$ cat config.mk
export PLATFORM = sky130hd
export DESIGN_NAME = async_serial_port
export DESIGN_NICKNAME = d
export VERILOG_FILES = /design/src/serial_port_pkg.sv /design/src/async_serial_port.sv /design/src/rx_holding_buffer.sv
export SDC_FILE = /design/constraint.sdc
export NUM_CORES = 1
export LEC_CHECK = 0
export BUFFER_PORTS_ARGS = -buffer_cell sky130_fd_sc_hd__clkbuf_2
export CAP_MARGIN = 30
export CELL_PAD_IN_SITES_DETAIL_PLACEMENT = 1
export CELL_PAD_IN_SITES_GLOBAL_PLACEMENT = 1
export CORE_AREA = 2 2 111 113
export DETAILED_ROUTE_END_ITERATION = 10
export DIE_AREA = 0 0 113 115
export PLACE_DENSITY = 0.69
export SYNTH_ARGS = -nofsm -noshare
export SYNTH_HDL_FRONTEND = slang
export SYNTH_HIERARCHICAL = 1
export SYNTH_SLANG_ARGS = --single-unit
$ cat constraint.sdc
create_clock -name clk -period 3.18 [get_ports clk]
set_input_delay 0.477 -clock clk [delete_from_list [all_inputs] [get_ports clk]]
set_output_delay 0.477 -clock clk [all_outputs]
set_load 0.02 [all_outputs]
$ cat src/serial_port_pkg.sv
package serial_port_pkg;
   // control register bit positions
   localparam int RI_BIT   = 0;
   localparam int TI_BIT   = 1;
   localparam int RB8_BIT  = 2;
   localparam int TB8_BIT  = 3;
   localparam int REN_BIT  = 4;
   localparam int MCE_BIT  = 5;
   localparam int MODE_BIT = 7;
   localparam logic [1:0] PRESC_12 = 2'h0;
   localparam logic [1:0] PRESC_4  = 2'h1;
   localparam logic [1:0] PRESC_48 = 2'h2;
   localparam logic [5:0] DIV_12   = 6'h0C;
   localparam logic [5:0] DIV_4    = 6'h04;
   localparam logic [5:0] DIV_48   = 6'h30;
   localparam logic [3:0] OVF_PER_BIT  = 4'h2;
   localparam logic [3:0] RX_SAMPLES   = 4'h8;  // unused oversample count; the receiver takes two overflow ticks per bit
   localparam logic [3:0] DATA_BITS    = 4'h8;
   typedef enum logic [3:0] {
      S_IDLE  = 4'b0001,
      S_START = 4'b0010,
      S_DATA  = 4'b0100,
      S_STOP  = 4'b1000
   } ser_state_t;
endpackage

$ cat src/async_serial_port.sv
`timescale 1ns/1ps
`default_nettype none
// Function
// RL1 - full duplex, 8-bit frame mode and 9-bit frame mode
// RL2 - receiver shifts next byte while previous waits in buffer
// RL3 - one data window: read gives rx buffer, write loads tx
// RL4 - interrupt when tx-done or rx-done sets, if enabled
// RL5 - done flags cleared only by software writes
// RL6 - 9-bit frame: start, 8 data lsb first, ninth bit, stop
// RL7 - sent ninth bit equals tx_ninth_bit control field
// RL8 - received ninth bit to rx_ninth_bit; stop bit ignored
// RL9 - transmission starts when software writes the data window
// RL10 - tx-done sets at start of stop bit
// RL11 - receiver accepts frames only while rx enable is one
// RL12 - byte kept only if rx-done clear and multiproc check met
// RL13 - accepted byte stored, ninth bit stored, rx-done set
// RL14 - timer clock system_clock if select, else prescale 12/4/48
// RL15 - one bit lasts two overflows of 8-bit reload timer
// RL16 - 8-bit frame: start, 8 data lsb first, stop
module async_serial_port
   import serial_port_pkg::*;
(
   input  wire logic       clk,               // 125 MHz system clock
   input  wire logic       resetn,            // async reset, low
   input  wire logic       data_wr,           // write strobe to data window
   input  wire logic [7:0] data_wdata,        // byte to transmit
   input  wire logic       ctrl_wr,           // write strobe to control register
   input  wire logic [7:0] ctrl_wdata,        // control write value
   input  wire logic       irq_enable,        // port interrupt enable
   input  wire logic       baud_system_clock_sel,   // timer clock is system clock
   input  wire logic [1:0] baud_prescale_sel, // prescale select
   input  wire logic [7:0] baud_reload,       // timer reload value
   input  wire logic       rxd,               // serial input pin
   output logic      [7:0] data_rdata,        // receive buffer
   output logic      [7:0] ctrl_rdata,        // control register
   output logic            txd,               // serial output pin
   output logic            irq                // port interrupt
);
   typedef struct packed {
      logic [1:0] rx_sync;
      logic [5:0] presc_cnt;
      logic [7:0] timer;
      logic [3:0] tx_tick;
      logic [3:0] rx_tick;
      ser_state_t tx_st;
      logic [8:0] tx_shift;
      logic [3:0] tx_cnt;
      ser_state_t rx_st;
      logic [8:0] rx_shift;
      logic [3:0] rx_cnt;
      logic       mode9;
      logic       mce;
      logic       ren;
      logic       tb8;
      logic       rb8;
      logic       ti;
      logic       ri;
      logic       txd;
      logic       irq;
      logic [7:0] ctrl;
   } state_t;
   state_t s_reg, s_next;
   logic       buf_wr;
   logic [7:0] buf_data;
   logic       pre_en, ovf, tx_bit_en, rx_half_en;
   logic [5:0] div;

   // data window read side lives in a registered buffer, so rx can refill the shifter [RL2] [RL3]
   rx_holding_buffer u_buf (
      .clk     (clk),
      .resetn  (resetn),
      .wr_en   (buf_wr),
      .wr_data (buf_data),
      .rd_data (data_rdata)
   );

   function automatic logic [5:0] presc_div(input logic [1:0] sel);
      case (sel)
         PRESC_4:  presc_div = DIV_4;
         PRESC_48: presc_div = DIV_48;
         default:  presc_div = DIV_12;  // reserved code treated as /12
      endcase
   endfunction

   always_comb begin
      s_next = s_reg;
      buf_wr = 1'b0;
      buf_data = s_reg.rx_shift[7:0];
      s_next.rx_sync = {s_reg.rx_sync[0], rxd};
      div = presc_div(baud_prescale_sel);
      // timer clock enable [RL14]
      pre_en = 1'b0;
      if (baud_system_clock_sel) begin
         pre_en = 1'b1;
      end else if (s_reg.presc_cnt == div - 6'h01) begin
         pre_en = 1'b1;
         s_next.presc_cnt = 6'h00;
      end else begin
         s_next.presc_cnt = s_reg.presc_cnt + 6'h01;
      end
      // 8-bit auto-reload timer
      ovf = 1'b0;
      if (pre_en) begin
         if (s_reg.timer == 8'hFF) begin
            ovf = 1'b1;
            s_next.timer = baud_reload;
         end else begin
            s_next.timer = s_reg.timer + 8'h01;
         end
      end
      // tx bit = two overflows [RL15]
      tx_bit_en = 1'b0;
      if (ovf) begin
         if (s_reg.tx_tick == OVF_PER_BIT - 4'h1) begin
            tx_bit_en = 1'b1;
            s_next.tx_tick = 4'h0;
         end else begin
            s_next.tx_tick = s_reg.tx_tick + 4'h1;
         end
      end
      // rx samples at overflow rate: two ticks per bit, data sampled on the second tick of each pair (rx_tick odd)
      rx_half_en = ovf;
      // control writes; hardware sets win over clears [RL5]
      if (ctrl_wr) begin
         s_next.mode9 = ctrl_wdata[MODE_BIT];  // [RL1]
         s_next.mce   = ctrl_wdata[MCE_BIT];
         s_next.ren   = ctrl_wdata[REN_BIT];
         s_next.tb8   = ctrl_wdata[TB8_BIT];
         s_next.rb8   = ctrl_wdata[RB8_BIT];
         s_next.ti    = ctrl_wdata[TI_BIT];
         s_next.ri    = ctrl_wdata[RI_BIT];
      end
      // transmitter [RL1]
      case (s_reg.tx_st)
         S_IDLE: begin
            s_next.txd = 1'b1;
            if (data_wr) begin  // [RL9]
               s_next.tx_shift = {s_next.tb8, data_wdata};  // [RL7]
               s_next.tx_st = S_START;
               s_next.tx_tick = 4'h0;
            end
         end
         S_START: if (tx_bit_en) begin
            s_next.txd = 1'b0;
            s_next.tx_cnt = 4'h0;
            s_next.tx_st = S_DATA;
         end
         S_DATA: if (tx_bit_en) begin
            if (s_reg.tx_cnt == DATA_BITS + {3'h0, s_reg.mode9}) begin  // [RL6] [RL16]
               s_next.txd = 1'b1;
               s_next.ti = 1'b1;  // [RL10]
               s_next.tx_st = S_STOP;
            end else begin
               s_next.txd = s_reg.tx_shift[0];  // lsb first [RL6]
               s_next.tx_shift = {1'b0, s_reg.tx_shift[8:1]};
               s_next.tx_cnt = s_reg.tx_cnt + 4'h1;
            end
         end
         S_STOP: if (tx_bit_en) begin
            s_next.tx_st = S_IDLE;
         end
         default: s_next.tx_st = S_IDLE;
      endcase
      // receiver
      case (s_reg.rx_st)
         S_IDLE: begin
            if (s_reg.ren && !s_reg.rx_sync[1]) begin  // [RL11]
               s_next.rx_st = S_START;
               s_next.rx_tick = 4'h0;
            end
         end
         S_START: if (rx_half_en) begin
            if (s_reg.rx_sync[1]) begin
               s_next.rx_st = S_IDLE;  // false start
            end else begin
               s_next.rx_st = S_DATA;
               s_next.rx_cnt = 4'h0;
               s_next.rx_tick = 4'h0;
            end
         end
         S_DATA: if (rx_half_en) begin
            s_next.rx_tick = s_reg.rx_tick + 4'h1;
            if (s_reg.rx_tick[0]) begin
               if (s_reg.rx_cnt == DATA_BITS + {3'h0, s_reg.mode9}) begin
                  s_next.rx_st = S_STOP;  // stop bit value ignored [RL8]
               end else begin
                  s_next.rx_shift = s_reg.mode9 ? {s_reg.rx_sync[1], s_reg.rx_shift[8:1]}
                                                : {1'b0, s_reg.rx_sync[1], s_reg.rx_shift[7:1]};
                  s_next.rx_cnt = s_reg.rx_cnt + 4'h1;
               end
            end
         end
         S_STOP: begin
            s_next.rx_st = S_IDLE;
            if (!s_reg.ri && (!s_reg.mce || !s_reg.mode9 || s_reg.rx_shift[8])) begin  // [RL12]
               buf_wr = 1'b1;  // [RL13]
               s_next.ri = 1'b1;
               s_next.rb8 = s_reg.mode9 ? s_reg.rx_shift[8] : s_reg.rb8;  // [RL8]
            end
         end
         default: s_next.rx_st = S_IDLE;
      endcase
      s_next.irq = irq_enable && (s_next.ti || s_next.ri);  // [RL4]
      s_next.ctrl = {s_next.mode9, 1'b0, s_next.mce, s_next.ren,
                     s_next.tb8, s_next.rb8, s_next.ti, s_next.ri};
   end

   always_ff @(posedge clk or negedge resetn) begin
      if (!resetn) begin
         s_reg <= '{rx_sync: 2'h3, txd: 1'b1, tx_st: S_IDLE, rx_st: S_IDLE, default: '0};
      end else begin
         s_reg <= s_next;
      end
   end

   assign txd = s_reg.txd;
   assign irq = s_reg.irq;
   assign ctrl_rdata = s_reg.ctrl;

   property p_tx_start;
      @(posedge clk) disable iff (!resetn)
      (data_wr && s_reg.tx_st == S_IDLE) |=> s_reg.tx_st == S_START;
   endproperty
   a_tx_start: assert property (p_tx_start) else $error("write did not start transmit"); // [RL9]
   property p_ti_set;
      @(posedge clk) disable iff (!resetn)
      ($rose(s_reg.tx_st == S_STOP)) |-> (s_reg.ti && s_reg.txd);
   endproperty
   a_ti_set: assert property (p_ti_set) else $error("tx done not set at stop"); // [RL10]
   property p_ri_hold;
      @(posedge clk) disable iff (!resetn)
      (s_reg.ri && !ctrl_wr) |=> s_reg.ri;
   endproperty
   a_ri_hold: assert property (p_ri_hold) else $error("rx done cleared by hardware"); // [RL5]
   property p_no_rx_off;
      @(posedge clk) disable iff (!resetn)
      (s_reg.rx_st == S_IDLE && !s_reg.ren) |=> s_reg.rx_st == S_IDLE;
   endproperty
   a_no_rx_off: assert property (p_no_rx_off) else $error("rx started while disabled"); // [RL11]
   property p_accept;
      @(posedge clk) disable iff (!resetn)
      buf_wr |-> (!s_reg.ri ##1 s_reg.ri);
   endproperty
   a_accept: assert property (p_accept) else $error("accept without flag"); // [RL12]
   property p_rx_store;
      @(posedge clk) disable iff (!resetn)
      buf_wr |=> data_rdata == $past(buf_data);
   endproperty
   a_rx_store: assert property (p_rx_store) else $error("received byte not stored"); // [RL13]
   // irq is registered, so it follows the enable seen one edge earlier
   property p_irq;
      @(posedge clk) disable iff (!resetn)
      irq == ($past(irq_enable) && (s_reg.ti || s_reg.ri));
   endproperty
   a_irq: assert property (p_irq) else $error("interrupt missing"); // [RL4]
endmodule
`default_nettype wire

$ cat src/rx_holding_buffer.sv
`timescale 1ns/1ps
`default_nettype none
// one-word holding register for the received byte
module rx_holding_buffer
   import serial_port_pkg::*;
(
   input  wire logic       clk,    // system clock
   input  wire logic       resetn, // async reset, low
   input  wire logic       wr_en,  // load strobe
   input  wire logic [7:0] wr_data,// byte in
   output logic      [7:0] rd_data // registered byte out
);
   always_ff @(posedge clk or negedge resetn) begin
      if (!resetn) begin
         rd_data <= 8'h00;
      end else if (wr_en) begin
         rd_data <= wr_data;
      end
   end
endmodule
`default_nettype wire

Word-level counts from Yosys, hierarchy flattened
Cells that the tools add are included.
Cells by class
  div/mod/pow operators: 0
  add/sub/neg operators: 8
  reductions and logical operators: 23
  multipliers: 0
  bitwise operators: 1
  shifts and indexed selects: 0
  equal/unequal tests: 28
  multiplexer cells: 53
  magnitude comparators: 0
Operator list (number)
  4-bit 2-to-1 mux: 15
  17-bit 2-to-1 mux: 3
  13-bit 2-to-1 mux: 3
  2-bit != test (second input constant): 13
  4-bit case mux with 3 select lines: 2
  1-bit 2-to-1 mux: 19
  9-bit case mux with 2 select lines: 1
  4-bit by 1-bit adder with 4-bit output (second input constant): 4
  4-bit case mux with 2 select lines: 2
  4-bit case mux with 4 select lines: 1
  5-bit AND reduction: 3
  4-bit by 1-bit equality test with 1-bit output (second input constant): 3
  6-bit case mux with 2 select lines: 1
  4-bit AND reduction: 3
  9-bit 2-to-1 mux: 1
  8-bit by 1-bit adder with 8-bit output (second input constant): 1
  4-bit by 2-bit equality test with 1-bit output (second input constant): 2
  4-bit by 3-bit equality test with 1-bit output (second input constant): 2
  4-bit equality test: 2
  4-bit equality test (second input constant): 2
  8-bit equality test (second input constant): 1
  8-bit 2-to-1 mux: 1
  7-bit 2-to-1 mux: 1
  6-bit by 1-bit adder with 6-bit output (second input constant): 1
  16 further kinds: 26
Storage, ports and cells
  memories kept: 0
  bits of input ports: 33
  register bits: 82
  bits in latches: 0
  bits in writable memories: 0
  logic and storage cells: 135
  memory bits (read-only): 0

Longest topological paths before layout
  word-level depth: 12
  depth in mapped cells: 8

Cells and area by module
The synthesis kept the hierarchy.
By module, submodules not included
  async_serial_port: cells each 320, times used 1, area each 3343.2 um2
  rx_holding_buffer: cells each 17, times used 1, area each 331.6 um2

Worst setup path before layout
Ideal clock, no wire load.
  kind: register -> register
  from: reg s_reg[59] (netlist bit)
  to: reg s_reg (netlist bit buf_data[0])
  path buffers: 1
  period minus slack after synthesis: 2215 ps
  setup slack: 965 ps
  arrival time: 2090 ps
  cell stages (with the launch flop): 8
  library setup time: 125 ps
  path through: dfrtp_1 ha_1 nand4_2 or2_0 buf_2 a221o_1 nor2_2 mux2_2
Between the ends
  cells in the longest elaborated chain, start to end: 4
Ends and longest elaborated chain
  start, declared: line async_serial_port.sv:62  | state_t s_reg, s_next;
  start signal, assigned: line async_serial_port.sv:212  | s_reg <= s_next;
  8-bit equality test: line async_serial_port.sv:104  | if (s_reg.timer == 8'hFF) begin
  1-bit 2-to-1 mux: line async_serial_port.sv:104
  1-bit 2-to-1 mux: line async_serial_port.sv:103  | if (pre_en) begin
  4-bit AND reduction (no line)
Every way passes these cells.
A chain may end at the register's enable or synchronous reset.

Worst setup path after layout
  from: reg s_reg[59] (netlist bit)
  to: reg s_reg (netlist bit buf_data[6])
The elaborated chain is that of the path after synthesis.

==> metrics.txt <==
post-route cell area 0.004312 mm^2; Total Power 2.718 mW; Reg power frac 45.7%; Finished Layout Cells 532; most frequent cells in the layout dfrtp_1 (67), clkbuf_2 (47), nand2_1 (23); TritonCTS buffer count 9; Worst Skew 6.179 ps; post-CTS sizing 0; Largest delay share family, worst path simple AND/OR/NAND/NOR gates; sequential share of the synthesized area 49.20%; Syn Nets 374; relative slew slack 45.83%; share of layout cells above drive strength 1 28.57%; Clock power frac 36.6%; hold_buf cts 0; FMAX 378.2 MHz; slowest stage delay, CP 440 ps; setup ws final 535.9 ps; Ant. Diodes 0; P_leak 1.915 nW; largest net degree at the start of global routing 45; die area 0.01300 mm^2; clock slew at reported path FFs 60 ps; status complete, but fails checks; clock buffer depth 2; peak fanout along the critical path 10; Mapped Area 0.003675 mm^2; DR vias 2,814; H-tree Lvls 3; Yosys reg bits 72; TritonCTS clock tree built; worst hold slack 183.6 ps; top_reg_cell synth dfrtp_1; Worst-Margin Slew 809.5 ps; Synth Instances 337; endpoints failing hold 0; Worst path slowest cell nor2_2; I/O Buffers 48; antenna viol nets, final 0; DRT Pass-1 Iters 7; GPL Wtd Cong 0.7774; crit path cell chain ha_1 > nand4_2 > or2_0 > a221o_1 > nor2_2 > mux2_2; drt wl/cell 16.03 um; Post-synth EDFFs 0; fin nets 417; post-layout min period 2644 ps; Inst Count DP 516; Via density 5.289; Post-DP Area 0.004024 mm^2; worst skew pair latency 340 ps; crit share post-route 83.15%; Finished Core Util 36.50%; crit path kind reg -> reg; RSZ-0062 raised after global routing false; VDD IR max 250.1 uV; Worst setup EP type flop; Setup WS pre-CTS 571.2 ps; Row Count 40; die height 115 um; commonest non-fill, non-tap cell in the layout dfrtp_1; Overall Global Routing Usage 14.16%; number of global-route vias before repair 2,888; worst hold path type in -> async; clock sink count 72; Die W 113 um; PwrDens 630.3 mW/mm^2; first-pass GRT wire length 14,530 um; post-synthesis async set-or-reset flop share 100.0%; fillers 1,333; Buf/Inv on CP 0; Comb pwr share 17.7%; internal power 1.861 mW; number of distinct library cells after synthesis 70; syn_area_per_cell 10.90 um^2; Core ar. 0.01181 mm^2; antenna violations before repair 0; FF+latch area 0.001808 mm^2; GRT overflow 0; Root Driver clkbuf_16; Final Max Slew Viols 0; Yosys Warn Count 6; DRC viols 6; NetSw 0.8569 mW; failing checks DRC; Syn-to-layout area delta 17.33%; routed wire length 8529 um; crit path launch type flop; post-DP HPWL 6110 um; initial core utilization 31.11%; WP data required 3410 ps; Post-CTS Setup Bufs 0; Arr. time, crit path 2870 ps; MaxCap Viol Count 0; Switching Share 31.53%; Largest register FFs 46; Setup TNS 0 ps; First DRT Iteration DRCs 179; multi-input combinational cell area 0.001712 mm^2; setup violators final 0; Ports 51
## path summary, 6_finish.rpt
| check | from | endpoint | slack [ps] | cells past startpoint |
|---|---|---|---|---|
| worst max register to register | s_reg[59] | buf_data[6] | 540 | 6 |
| min in group clk | rxd | s_next[74] | 220 | 1 |
| worst min-delay path | resetn | ctrl_rdata[5] | 180 | 1 |
| worst max-delay path | s_reg[59] | buf_data[6] | 540 | 6 |
| max in group asynchronous | resetn | txd | 2250 | 2 |
| worst min register to register | s_next[74] | s_reg[74] | 360 | 0 |
## synth_stat cells (all sizes together) (3+ instances only)
| cell | instances | area share [%] |
|---|---|---|
| a21o | 3 | 0.61 |
| a21oi | 17 | 2.3 |
| a221o | 10 | 2.7 |
| a31oi | 6 | 1.0 |
| and2 | 10 | 1.7 |
| and3 | 4 | 0.68 |
| buf | 16 | 2.9 |
| clkbuf | 5 | 0.51 |
| dfrtp | 67 | 46 |
| dfstp | 5 | 3.6 |
| ha | 4 | 1.4 |
| inv | 7 | 0.72 |
| mux2 | 24 | 8.2 |
| mux2i | 4 | 1.1 |
| nand2 | 23 | 2.3 |
| nand2b | 3 | 0.51 |
| nand3 | 11 | 1.5 |
| nand4 | 5 | 1.0 |
| nor2 | 23 | 2.6 |
| nor2b | 3 | 0.51 |
| nor3 | 7 | 1.2 |
| nor3b | 3 | 0.61 |
| nor4b | 3 | 0.72 |
| o211ai | 3 | 0.61 |
| o21a | 3 | 0.61 |
| o21ai | 13 | 1.8 |
| o2bb2ai | 4 | 0.95 |
| o31ai | 3 | 0.99 |
| or2 | 4 | 0.68 |
| or4b | 3 | 0.82 |
| xnor2 | 3 | 0.72 |
## power by group through the flow
stage | Clock (mW) | Sequential (mW) | Combinational, mW
detailed placement | 0 | 1.25 | 0.490
CTS | 1.02 | 1.24 | 0.491
floorplan | 0 | 1.20 | 0.394
finish | 0.994 | 1.24 | 0.482
global route | 1.06 | 1.27 | 0.547
global placement | 0 | 1.24 | 0.467
## per-layer routing
metal,track usage [%],vias to the layer above,share of wire [%]
met1,18.37,1409,47
li1,-,1337,-
met4,7.154,0,2.0
met3,2.530,14,3.6
met5,0,-,0
met2,22.87,54,48
## final cells by class
cell class / count / share of cell area (%)
flip-flops and latches: 72 / 41.93
multi-input cells: 236 / 39.70
repair buffers: 53 / 6.732
clock buffers: 9 / 5.223
well taps: 147 / 4.266
clock inverters: 7 / 1.451
inverters: 8 / 0.6965
## logic make-up after synthesis
family | after synthesis | synth area share (%)
simple gates | 115 | 17.91
compound gates | 83 | 16.75
flops | 72 | 49.20
buf+inv | 29 | 4.222
mux | 28 | 9.261
xor+xnor | 5 | 1.192
fa+ha+maj | 4 | 1.362
other cells | 1 | 0.1020
No activity file was read; power rests on OpenSTA's default activity.
